$ cat src/hdl/fan_pwm_pkg.sv
// constants shared by the fan pwm and tachometer monitor block
package fan_pwm_pkg;

    // ***********************************************************
    // clock and bus
    // ***********************************************************
    localparam int CLK_HZ   = 100_000_000;  // ref_clk rate
    localparam int ADDR_W   = 12;           // apb byte address width
    localparam int DATA_W   = 32;           // apb data width

    // ***********************************************************
    // register indices (byte address is four times the index)
    // ***********************************************************
    localparam int IDX_DUTY    = 'h56;   // fan_duty_setting
    localparam int IDX_CTRL    = 'h58;   // fan_control_setting
    localparam int IDX_PRELOAD = 'h5A;   // tach preload
    localparam int IDX_COUNT   = 'h5B;   // tach count, read only
    localparam int IDX_SLOWCFG = 'h5C;   // slow_clock_config
    localparam int IDX_STATUS  = 'h5D;   // event status, read only
    localparam int IDX_CLEAR   = 'h5E;   // event clear, write only
    localparam int IDX_IRQEN   = 'h5F;   // event interrupt enable
    localparam int IDX_EVEN    = 'h60;   // wake and mgmt enables

    localparam logic [11:0] ADDR_DUTY    = 12'(4 * IDX_DUTY);
    localparam logic [11:0] ADDR_CTRL    = 12'(4 * IDX_CTRL);
    localparam logic [11:0] ADDR_PRELOAD = 12'(4 * IDX_PRELOAD);
    localparam logic [11:0] ADDR_COUNT   = 12'(4 * IDX_COUNT);
    localparam logic [11:0] ADDR_SLOWCFG = 12'(4 * IDX_SLOWCFG);
    localparam logic [11:0] ADDR_STATUS  = 12'(4 * IDX_STATUS);
    localparam logic [11:0] ADDR_CLEAR   = 12'(4 * IDX_CLEAR);
    localparam logic [11:0] ADDR_IRQEN   = 12'(4 * IDX_IRQEN);
    localparam logic [11:0] ADDR_EVEN    = 12'(4 * IDX_EVEN);

    // ***********************************************************
    // field positions and reset values
    // ***********************************************************
    localparam int DUTY_FORCE_BIT = 0;   // clock control, force high
    localparam int DUTY_LSB       = 1;   // duty_level low bit
    localparam int DUTY_MSB       = 6;   // duty_level high bit
    localparam int DUTY_CSEL_BIT  = 7;   // clock select
    localparam int CTRL_SRC_BIT   = 0;   // clock source select
    localparam int CTRL_MULT_BIT  = 2;   // clock multiplier
    localparam int CTRL_DIV_LSB   = 4;   // count divisor low bit
    localparam int CTRL_DIV_MSB   = 5;   // count divisor high bit
    localparam int STS_ALARM_BIT  = 0;   // count reached 192
    localparam int STS_SAT_BIT    = 1;   // count saturated at 255
    localparam int EVEN_WAKE_BIT  = 0;   // wake_enable_group1
    localparam int EVEN_MGMT_BIT  = 1;   // mgmt_int_enable_group4

    localparam logic [7:0] DUTY_RST    = 8'h00;   // pwm pin low
    localparam logic [7:0] CTRL_RST    = 8'h10;   // divisor code 01
    localparam logic [7:0] PRELOAD_RST = 8'h00;
    localparam logic [7:0] COUNT_MAX   = 8'hFF;   // saturating top
    localparam logic [1:0] ALARM_MSBS  = 2'b11;   // count of 192

    // ***********************************************************
    // pwm frequencies in hz and derived tick dividers
    // ***********************************************************
    localparam int PWM_STEPS = 64;       // ticks per pwm period
    localparam int F_15K = 15625;
    localparam int F_23K = 23438;
    localparam int F_40  = 40;
    localparam int F_60  = 60;
    localparam int DIV_15K = (CLK_HZ + 32 * F_15K) / (64 * F_15K);
    localparam int DIV_23K = (CLK_HZ + 32 * F_23K) / (64 * F_23K);
    localparam int DIV_31K = (CLK_HZ + 64 * F_15K) / (128 * F_15K);
    localparam int DIV_46K = (CLK_HZ + 64 * F_23K) / (128 * F_23K);
    localparam int DIV_40  = (CLK_HZ + 32 * F_40) / (64 * F_40);
    localparam int DIV_60  = (CLK_HZ + 32 * F_60) / (64 * F_60);
    localparam int DIV_80  = (CLK_HZ + 64 * F_40) / (128 * F_40);
    localparam int DIV_120 = (CLK_HZ + 64 * F_60) / (128 * F_60);

    // internal slow clock, 32.768 khz made from ref_clk
    localparam int F_SLOW   = 32768;
    localparam int DIV_SLOW = (CLK_HZ + F_SLOW / 2) / F_SLOW;

endpackage : fan_pwm_pkg

$ cat src/hdl/fan_pwm_and_tach_monitor.sv
// fan pwm generator and tachometer period monitor with apb registers
//
// Chosen here: register access over APB.
`timescale 1ns/1ns

module fan_pwm_and_tach_monitor #(
    parameter int DIV_40HZ  = fan_pwm_pkg::DIV_40,   // 40 hz tick divider
    parameter int DIV_60HZ  = fan_pwm_pkg::DIV_60,   // 60 hz tick divider
    parameter int DIV_80HZ  = fan_pwm_pkg::DIV_80,   // 80 hz tick divider
    parameter int DIV_120HZ = fan_pwm_pkg::DIV_120   // 120 hz divider
) (
    input  wire logic        ref_clk,
    input  wire logic        rstn,
    input  wire logic [11:0] paddr,
    input  wire logic        psel,
    input  wire logic        penable,
    input  wire logic        pwrite,
    input  wire logic [31:0] pwdata,
    output logic      [31:0] prdata,
    output logic             pready,
    output logic             pslverr,
    input  wire logic        slowClockPin,
    input  wire logic        tachInput,
    output logic             fanPwm,
    output logic             wakeEventOut,
    output logic             mgmtInterruptOut,
    output logic             irq
);

    // ***********************************************************
    // registers written by software, and the hardware-set sticky status
    // ***********************************************************
    logic [7:0] dutyReg;      // fan_duty_setting
    logic [7:0] ctrlReg;      // fan_control_setting
    logic [7:0] preloadReg;   // tach preload
    logic       extSlowSel;   // ext_slow_clock_present
    logic [1:0] irqEnable;    // event interrupt enable
    logic [1:0] eventEnable;  // wake and mgmt enables
    logic [1:0] status;       // sticky event status

    // ***********************************************************
    // apb decode
    // ***********************************************************
    wire        setupPhase = psel & ~penable;       // first cycle
    wire        accessDone = psel & penable & pready;
    wire        wrStrobe   = accessDone & pwrite;
    wire        hitDuty    = paddr == fan_pwm_pkg::ADDR_DUTY;
    wire        hitCtrl    = paddr == fan_pwm_pkg::ADDR_CTRL;
    wire        hitPreload = paddr == fan_pwm_pkg::ADDR_PRELOAD;
    wire        hitCount   = paddr == fan_pwm_pkg::ADDR_COUNT;
    wire        hitSlowCfg = paddr == fan_pwm_pkg::ADDR_SLOWCFG;
    wire        hitStatus  = paddr == fan_pwm_pkg::ADDR_STATUS;
    wire        hitClear   = paddr == fan_pwm_pkg::ADDR_CLEAR;
    wire        hitIrqEn   = paddr == fan_pwm_pkg::ADDR_IRQEN;
    wire        hitEvEn    = paddr == fan_pwm_pkg::ADDR_EVEN;
    // any mapped word; the clear register reads as zero
    wire        hitAny     = hitDuty | hitCtrl | hitPreload | hitCount
                           | hitSlowCfg | hitStatus | hitClear
                           | hitIrqEn | hitEvEn;
    wire        wrPreload  = wrStrobe & hitPreload;
    wire [1:0]  clearBits  = (wrStrobe & hitClear) ? pwdata[1:0] : 2'h0;

    logic [7:0] tachCount;    // running tach count
    wire [31:0] readData =
          hitDuty    ? {24'h00_0000, dutyReg}
        : hitCtrl    ? {24'h00_0000, ctrlReg}
        : hitPreload ? {24'h00_0000, preloadReg}
        : hitCount   ? {24'h00_0000, tachCount}
        : hitSlowCfg ? {31'h0000_0000, extSlowSel}
        : hitStatus  ? {30'h0000_0000, status}
        : hitIrqEn   ? {30'h0000_0000, irqEnable}
        : hitEvEn    ? {30'h0000_0000, eventEnable}
        : 32'h0000_0000;

    // answer one cycle after setup: zero wait states, data from flops
    always_ff @(posedge ref_clk) begin
        if (!rstn) begin
            pready  <= 1'b0;
            pslverr <= 1'b0;
            prdata  <= 32'h0000_0000;
        end else begin
            pready  <= setupPhase;
            pslverr <= setupPhase & ~hitAny;   // unmapped word
            prdata  <= setupPhase ? readData : 32'h0000_0000;
        end
    end

    // register writes land at the access edge only
    always_ff @(posedge ref_clk) begin
        if (!rstn) begin
            dutyReg     <= fan_pwm_pkg::DUTY_RST;
            ctrlReg     <= fan_pwm_pkg::CTRL_RST;
            preloadReg  <= fan_pwm_pkg::PRELOAD_RST;
            extSlowSel  <= 1'b0;
            irqEnable   <= 2'h0;
            eventEnable <= 2'h0;
        end else if (wrStrobe) begin
            if (hitDuty)    dutyReg     <= pwdata[7:0];
            if (hitCtrl)    ctrlReg     <= pwdata[7:0];
            if (hitPreload) preloadReg  <= pwdata[7:0];
            if (hitSlowCfg) extSlowSel  <= pwdata[0];
            if (hitIrqEn)   irqEnable   <= pwdata[1:0];
            if (hitEvEn)    eventEnable <= pwdata[1:0];
        end
    end

    // ***********************************************************
    // pwm frequency selection
    // ***********************************************************
    // field pick-off from the two fan registers
    wire       forceHigh = dutyReg[fan_pwm_pkg::DUTY_FORCE_BIT];
    wire [5:0] dutyLevel =
        dutyReg[fan_pwm_pkg::DUTY_MSB:fan_pwm_pkg::DUTY_LSB];
    wire       clkSel    = dutyReg[fan_pwm_pkg::DUTY_CSEL_BIT];
    wire       srcSel    = ctrlReg[fan_pwm_pkg::CTRL_SRC_BIT];
    wire       mult      = ctrlReg[fan_pwm_pkg::CTRL_MULT_BIT];
    wire [1:0] divCode   =
        ctrlReg[fan_pwm_pkg::CTRL_DIV_MSB:fan_pwm_pkg::CTRL_DIV_LSB];

    // cycles of ref_clk per pwm tick; 64 ticks make one period
    wire [15:0] baseDiv = srcSel
        ? (clkSel ? 16'(DIV_60HZ) : 16'(DIV_40HZ))
        : (clkSel ? 16'(fan_pwm_pkg::DIV_23K)
                  : 16'(fan_pwm_pkg::DIV_15K));
    wire [15:0] fastDiv = srcSel
        ? (clkSel ? 16'(DIV_120HZ) : 16'(DIV_80HZ))
        : (clkSel ? 16'(fan_pwm_pkg::DIV_46K)
                  : 16'(fan_pwm_pkg::DIV_31K));
    wire [15:0] tickDiv = mult ? fastDiv : baseDiv;

    logic [15:0] preCnt;      // ref_clk cycles within one tick
    logic [5:0]  phase;       // tick index within the period
    // >= rather than == so a shorter divider takes effect at once
    wire         pwmTick = preCnt >= (tickDiv - 16'h0001);

    // tick prescaler and 64-step phase counter
    always_ff @(posedge ref_clk) begin
        if (!rstn) begin
            preCnt <= 16'h0000;
            phase  <= 6'h00;
        end else begin
            preCnt <= pwmTick ? 16'h0000 : preCnt + 16'h0001;
            if (pwmTick) phase <= phase + 6'h01;
        end
    end

    // ***********************************************************
    // pwm output
    // ***********************************************************
    // high for the first dutyLevel ticks; level zero never matches
    wire next_fanPwm = forceHigh
                     | (phase < dutyLevel);

    always_ff @(posedge ref_clk) begin
        if (!rstn) fanPwm <= 1'b0;
        else       fanPwm <= next_fanPwm;
    end

    // ***********************************************************
    // slow counting clock
    // ***********************************************************
    // pin is asynchronous: two flops before any logic looks at it
    logic [1:0] slowSync;     // slowSync[0] feeds slowSync[1] only
    logic       slowPrev;     // previous synchronised level
    logic [15:0] intCnt;      // internal 32 khz divider
    wire        extRise  = slowSync[1] & ~slowPrev;
    wire        intTick  = intCnt == 16'(fan_pwm_pkg::DIV_SLOW - 1);
    wire        slowTick = extSlowSel ? extRise : intTick;

    always_ff @(posedge ref_clk) begin
        if (!rstn) begin
            slowSync <= 2'h0;
            slowPrev <= 1'b0;
            intCnt   <= 16'h0000;
        end else begin
            slowSync <= {slowSync[0], slowClockPin};
            slowPrev <= slowSync[1];
            intCnt   <= intTick ? 16'h0000 : intCnt + 16'h0001;
        end
    end

    // divide slow ticks by 1, 2, 4 or 8
    logic [2:0] divCnt;       // slow ticks, free-running modulo 8
    wire  [2:0] divMask = (3'h1 << divCode) - 3'h1;
    wire        divTick = slowTick
                        & ((divCnt & divMask) == divMask);

    always_ff @(posedge ref_clk) begin
        if (!rstn)         divCnt <= 3'h0;
        else if (slowTick) divCnt <= divCnt + 3'h1;
    end

    // ***********************************************************
    // tachometer period counter
    // ***********************************************************
    logic [1:0] tachSync;     // tachSync[0] feeds tachSync[1] only
    logic       tachPrev;     // previous synchronised tach level
    wire        tachRise = tachSync[1] & ~tachPrev;
    wire        restart  = tachRise | wrPreload;
    wire        atMax    = tachCount == fan_pwm_pkg::COUNT_MAX;
    // a preload write counts from the value being written
    wire  [7:0] loadVal  = wrPreload ? pwdata[7:0] : preloadReg;

    always_ff @(posedge ref_clk) begin
        if (!rstn) begin
            // the tach line idles high at its pull-up: start the
            // synchroniser high so release gives no false rising edge
            tachSync  <= 2'h3;
            tachPrev  <= 1'b1;
            tachCount <= fan_pwm_pkg::PRELOAD_RST;
        end else begin
            tachSync <= {tachSync[0], tachInput};
            tachPrev <= tachSync[1];
            if (restart)
                tachCount <= loadVal;
            else if (divTick && !atMax)
                tachCount <= tachCount + 8'h01;
        end
    end

    // ***********************************************************
    // events, status and interrupt outputs
    // ***********************************************************
    // top two bits both set means the count has reached 192
    wire       alarmNow = tachCount[7:6] == fan_pwm_pkg::ALARM_MSBS;
    logic      alarmPrev; // level one cycle back, for edge detect
    logic      satPrev;
    wire [1:0] setBits  = {atMax & ~satPrev,
                           alarmNow & ~alarmPrev};
    // a set in the same cycle as a clear still lands
    wire [1:0] next_status = (status & ~clearBits) | setBits;
    wire       alarmSts    = next_status[fan_pwm_pkg::STS_ALARM_BIT];

    always_ff @(posedge ref_clk) begin
        if (!rstn) begin
            status           <= 2'h0;
            alarmPrev        <= 1'b0;
            satPrev          <= 1'b0;
            wakeEventOut     <= 1'b0;
            mgmtInterruptOut <= 1'b0;
            irq              <= 1'b0;
        end else begin
            status    <= next_status;
            alarmPrev <= alarmNow;
            satPrev   <= atMax;
            wakeEventOut <= alarmSts
                & eventEnable[fan_pwm_pkg::EVEN_WAKE_BIT];
            mgmtInterruptOut <= alarmSts
                & eventEnable[fan_pwm_pkg::EVEN_MGMT_BIT];
            irq <= |(next_status & irqEnable);
        end
    end

    // ***********************************************************
    // checks
    // ***********************************************************
    a_pwm_force_high: assert property (
        @(posedge ref_clk) disable iff (!rstn)
        forceHigh |=> fanPwm)
        else $error("pwm not high while forced");

    a_pwm_zero_low: assert property (
        @(posedge ref_clk) disable iff (!rstn)
        (!forceHigh && dutyLevel == 6'h00) |=> !fanPwm)
        else $error("pwm high with zero duty");

    a_pwm_duty_phase: assert property (
        @(posedge ref_clk) disable iff (!rstn)
        !forceHigh |=> fanPwm == ($past(phase) < $past(dutyLevel)))
        else $error("pwm level disagrees with phase");

    a_tach_restart_load: assert property (
        @(posedge ref_clk) disable iff (!rstn)
        tachRise && !wrPreload |=> tachCount == $past(preloadReg))
        else $error("tach count not reloaded");

    a_tach_saturate: assert property (
        @(posedge ref_clk) disable iff (!rstn)
        atMax && !restart |=> tachCount == 8'hFF)
        else $error("tach count wrapped");

    a_tach_tick_only: assert property (
        @(posedge ref_clk) disable iff (!rstn)
        !restart && !divTick |=> $stable(tachCount))
        else $error("tach count moved without tick");

    a_alarm_sticky: assert property (
        @(posedge ref_clk) disable iff (!rstn)
        (alarmNow && !alarmPrev) |=> status[0]
            && wakeEventOut == $past(eventEnable[0]))
        else $error("alarm not captured or wake wrong");

    a_div_reset_val: assert property (
        @(posedge ref_clk)
        $past(!rstn) && rstn |-> divCode == 2'b01 && !fanPwm)
        else $error("reset state of divisor or pwm wrong");

endmodule : fan_pwm_and_tach_monitor

$ cat config.mk
export PLATFORM = sky130hd
export DESIGN_NAME = fan_pwm_and_tach_monitor
export DESIGN_NICKNAME = d
export VERILOG_FILES = /design/src/hdl/fan_pwm_pkg.sv /design/src/hdl/fan_pwm_and_tach_monitor.sv
export SDC_FILE = /design/constraint.sdc
export NUM_CORES = 1
export LEC_CHECK = 0
export BUFFER_PORTS_ARGS = -buffer_cell sky130_fd_sc_hd__buf_2
export CAP_MARGIN = 10
export CORE_ASPECT_RATIO = 2
export CORE_MARGIN = 4
export CORE_UTILIZATION = 60
export CTS_BUF_LIST = sky130_fd_sc_hd__clkbuf_8
export CTS_CLUSTER_SIZE = 20
export DETAILED_ROUTE_END_ITERATION = 10
export PLACE_DENSITY = 0.91
export SKIP_CTS_REPAIR_TIMING = 1
export SYNTH_ARGS = -nofsm -noshare
export SYNTH_HDL_FRONTEND = slang
export SYNTH_SLANG_ARGS = --single-unit
$ cat constraint.sdc
create_clock -name ref_clk -period 9.54 [get_ports ref_clk]
set_clock_uncertainty 0.2 [all_clocks]
set_input_delay 2.385 -clock ref_clk [delete_from_list [all_inputs] [get_ports ref_clk]]
set_output_delay 2.385 -clock ref_clk [all_outputs]
set_load 0.01 [all_outputs]
==> impl_results.md <==
* Core area at 0.008648 mm2
* Slew Limit Fails at 0
* # fillers at 708
* Drt wl/cell at 16.09 um
* Tot GR Track Use at 24.45%
* Seq cells post-synth at 102
* Relative slew margins at 40.06%
* H-Tree Depth at 3
* Synthesis-to-layout area growth at 6.529%
* Vias in the first global route at 4502
* Final Hold Vio Count at 0
* Nets at 740
* Worst setup EP type: register
* M1 wire length at 4086 um
* Period minus WS final at 4934 ps
* Tcrit/Tclk final at 51.72%
* Post-synthesis cell type count at 55
* Initial antenna violation count at 0
* Max Cap Viol at 0
* TritonCTS buffer count at 9
* Sw Share at 25.09%
* Largest net degree at the start of global routing at 45
* Yosys warnings at 0
* Critical path class: in2reg
* DR vias at 4497
* Post-DRT Antenna Nets at 0
* Worst EP arrival at 4980 ps
* Antenna cells at 0
* Clock insertion delay at the later pin of the skew report at 380 ps
* Initial Utilization at 61.82%
* IO Pins at 89
* Max frequency at 202.7 MHz
* First-pass GRT wire length at 19840 um
* Max IR drop VDD at 123.4 uV
* Crit path max fanout at 11
* Via density at 5.902
* Rows at 48
* Clock Path Buffers at 2
* Final Setup Violations at 0
* Clk root buf: clkbuf_8
* Register area share after synthesis at 38.19%
* Met3 wire len at 425 um
* Total die area at 0.01058 mm2
* Post-synth EDFFs at 0
* Die width at 74.75 um
* HPWL after detailed placement at 9550 um
* Setup TNS at 0 ps
* Final Util at 65.86%
* Psw at 0.0001824 W
* Main synth FF type: dfxtp_1
* Avg Cell Area, Syn at 8.554 um2
* GPL Wtd Cong at 0.9093
* Worst Path Required at 9580 ps
* # clock sinks at 102
* Power density cells at 127.6 mW/mm2
* Internal at 0.0005446 W
* DR iter-0 viols at 243
* Worst min path class: reg2reg
* Startpoint Class: input port
* RSZ-0062 raised after global routing: false
* GRT overflow at 0
* Clock power frac at 35.5%
* Leak at 2.394 nW
* DRC viols at 0
* Ratio of cells with drive above 1 in the final layout at 9.668%
* Mapped Cells at 625
* Sequential share of power at 59.5%
* Routed wl met2 at 7058 um
* Synthesized area at 0.005346 mm2
* I/O Buffers at 40
* Slew @ Worst Pin at 894.3 ps
* Die H at 141.5 um
* Top sig layer: met4
* Outcome: finished clean
* Clk slew on worst S/H paths at 90 ps
* CTS tree: built
* FFs w/ async S/R, synth at 0%
* Final WL at 12260 um
* Drt pass-1 iters at 7
* Combinational share of power at 5.0%
-- flip-flops by register name (all words and copies together), names as in the netlist, 3 cells and up --
signal / cells
ctrlReg: 8
divCnt: 3
prdata: 8
dutyReg: 8
preCnt: 16
tachCount: 8
intCnt: 16
phase: 6
preloadReg: 8
-- worst max-delay path: stages --
cell,delay [ps]
buf_2,100
or4b_1,540
or4_1,730
nor2_2,500
nor2_1,280
a21boi_0,290
o22ai_1,150
-- cells in the mapped netlist (2+ instances only) --
library cell | instances | area (um2)
dfxtp_1 | 102 | 2042
and4_1 | 5 | 43.79
nand2b_1 | 10 | 62.56
a31oi_1 | 2 | 12.51
a21boi_0 | 8 | 60.06
a21o_1 | 6 | 45.04
mux2i_1 | 36 | 360.4
nor4_1 | 3 | 18.77
a21oi_1 | 41 | 205.2
buf_2 | 2 | 10.01
xnor2_1 | 14 | 122.6
nor4b_1 | 4 | 35.03
or2_2 | 2 | 12.51
nand2_1 | 43 | 161.4
o22ai_1 | 7 | 43.79
ha_1 | 32 | 400.4
xor2_1 | 27 | 236.5
nor2_1 | 99 | 371.6
inv_1 | 20 | 75.07
nor2b_1 | 6 | 37.54
nand3b_1 | 2 | 15.01
a32o_1 | 2 | 20.02
nand4_1 | 10 | 62.56
o21ai_0 | 17 | 85.08
and2_1 | 7 | 43.79
or3_1 | 5 | 31.28
and3_1 | 18 | 112.6
or4b_1 | 2 | 20.02
buf_4 | 25 | 187.7
a22o_1 | 3 | 26.28
clkbuf_1 | 16 | 60.06
nor3_1 | 3 | 15.01
nand3_1 | 24 | 120.1
-- routing by layer --
metal	GRT usage [%]	up-vias
li1	-	2178
met1	21.60	2134
met2	46.17	132
met3	4.326	53
met4	17.45	0
met5	0	-
-- stage by stage --
| stage | std cells | hold WS, ps | worst slack, ps | total power, W | area [um2] |
|---|---|---|---|---|---|
| finish | 762 | 224.0 | 4606 | 0.0007269 | 5695 |
| global placement | 746 | 195.4 | 4342 | 0.0004767 | 5512 |
| CTS | 762 | 231.0 | 4691 | 0.0007306 | 5695 |
| global route | 762 | 250.6 | 4554 | 0.0007521 | 5695 |
| floorplan | 648 | 186.3 | 5078 | 0.0004710 | 5433 |
| detailed placement | 746 | 205.4 | 4283 | 0.0004781 | 5512 |
-- area by class of cell --
class | instances | area (um2) | share of cell area [%]
multi-input cells | 481 | 3050 | 53.56
flip-flops and latches | 102 | 2042 | 35.85
repair buffers | 42 | 215.2 | 3.779
clock buffers | 10 | 137.6 | 2.417
well taps | 100 | 125.1 | 2.197
inverters | 21 | 78.83 | 1.384
clock inverters | 6 | 46.29 | 0.8128
-- worst paths after layout --
path | startpoint | cells past startpoint | to | slack [ps]
worst max-delay path | paddr[1] | 7 | tachCount[7] | 4610
worst min-delay path | tachSync[0] | 1 | tachSync[1] | 220
worst max register to register | ctrlReg[0] | 14 | preCnt[5] | 5020
worst min register to register | tachSync[0] | 1 | tachSync[1] | 220
-- cells in the final DEF, fill, tap and decap left out, types with 3 or more instances in the layout --
master,instances
o22ai_1,7
a21oi_1,41
nor3_1,3
ha_1,32
nand3_1,24
a21boi_0,8
mux2i_1,36
dfxtp_1,102
a22o_1,3
nor2_1,99
nand2_1,43
nor4b_1,4
and3_1,18
xor2_1,27
and4_1,5
nor2b_1,6
clkbuf_8,10
conb_1,24
buf_2,40
inv_1,21
o21ai_0,17
a21o_1,6
nor4_1,3
or3_1,5
and2_1,7
xnor2_1,14
nand2b_1,10
nand4_1,10
-- cells by family (layout without fill, tap and decap cells) --
logic type | count (synthesis) | in the layout | synth area share (%)
flip-flops | 102 | 102 | 38.19
buffers and inverters | 65 | 79 | 6.365
AND/OR/NAND/NOR | 250 | 250 | 22.84
XOR/XNOR | 41 | 41 | 6.717
adder cells (fa/ha/maj) | 32 | 32 | 7.489
other | 1 | 24 | 0.07014
AO/OA/AOI/OAI | 98 | 98 | 11.58
multiplexers | 36 | 36 | 6.740
-- power groups by stage --
stage	registers, W	clock network [W]	logic, W
after global routing	0.000433	0.000279	0.0000405
after CTS	0.000432	0.000262	0.0000361
after floorplan	0.000441	0	0.0000296
final	0.000432	0.000258	0.0000366
after detailed placement	0.000442	0	0.0000360
after global placement	0.000442	0	0.0000347
Power figures use the tool's default switching activity.
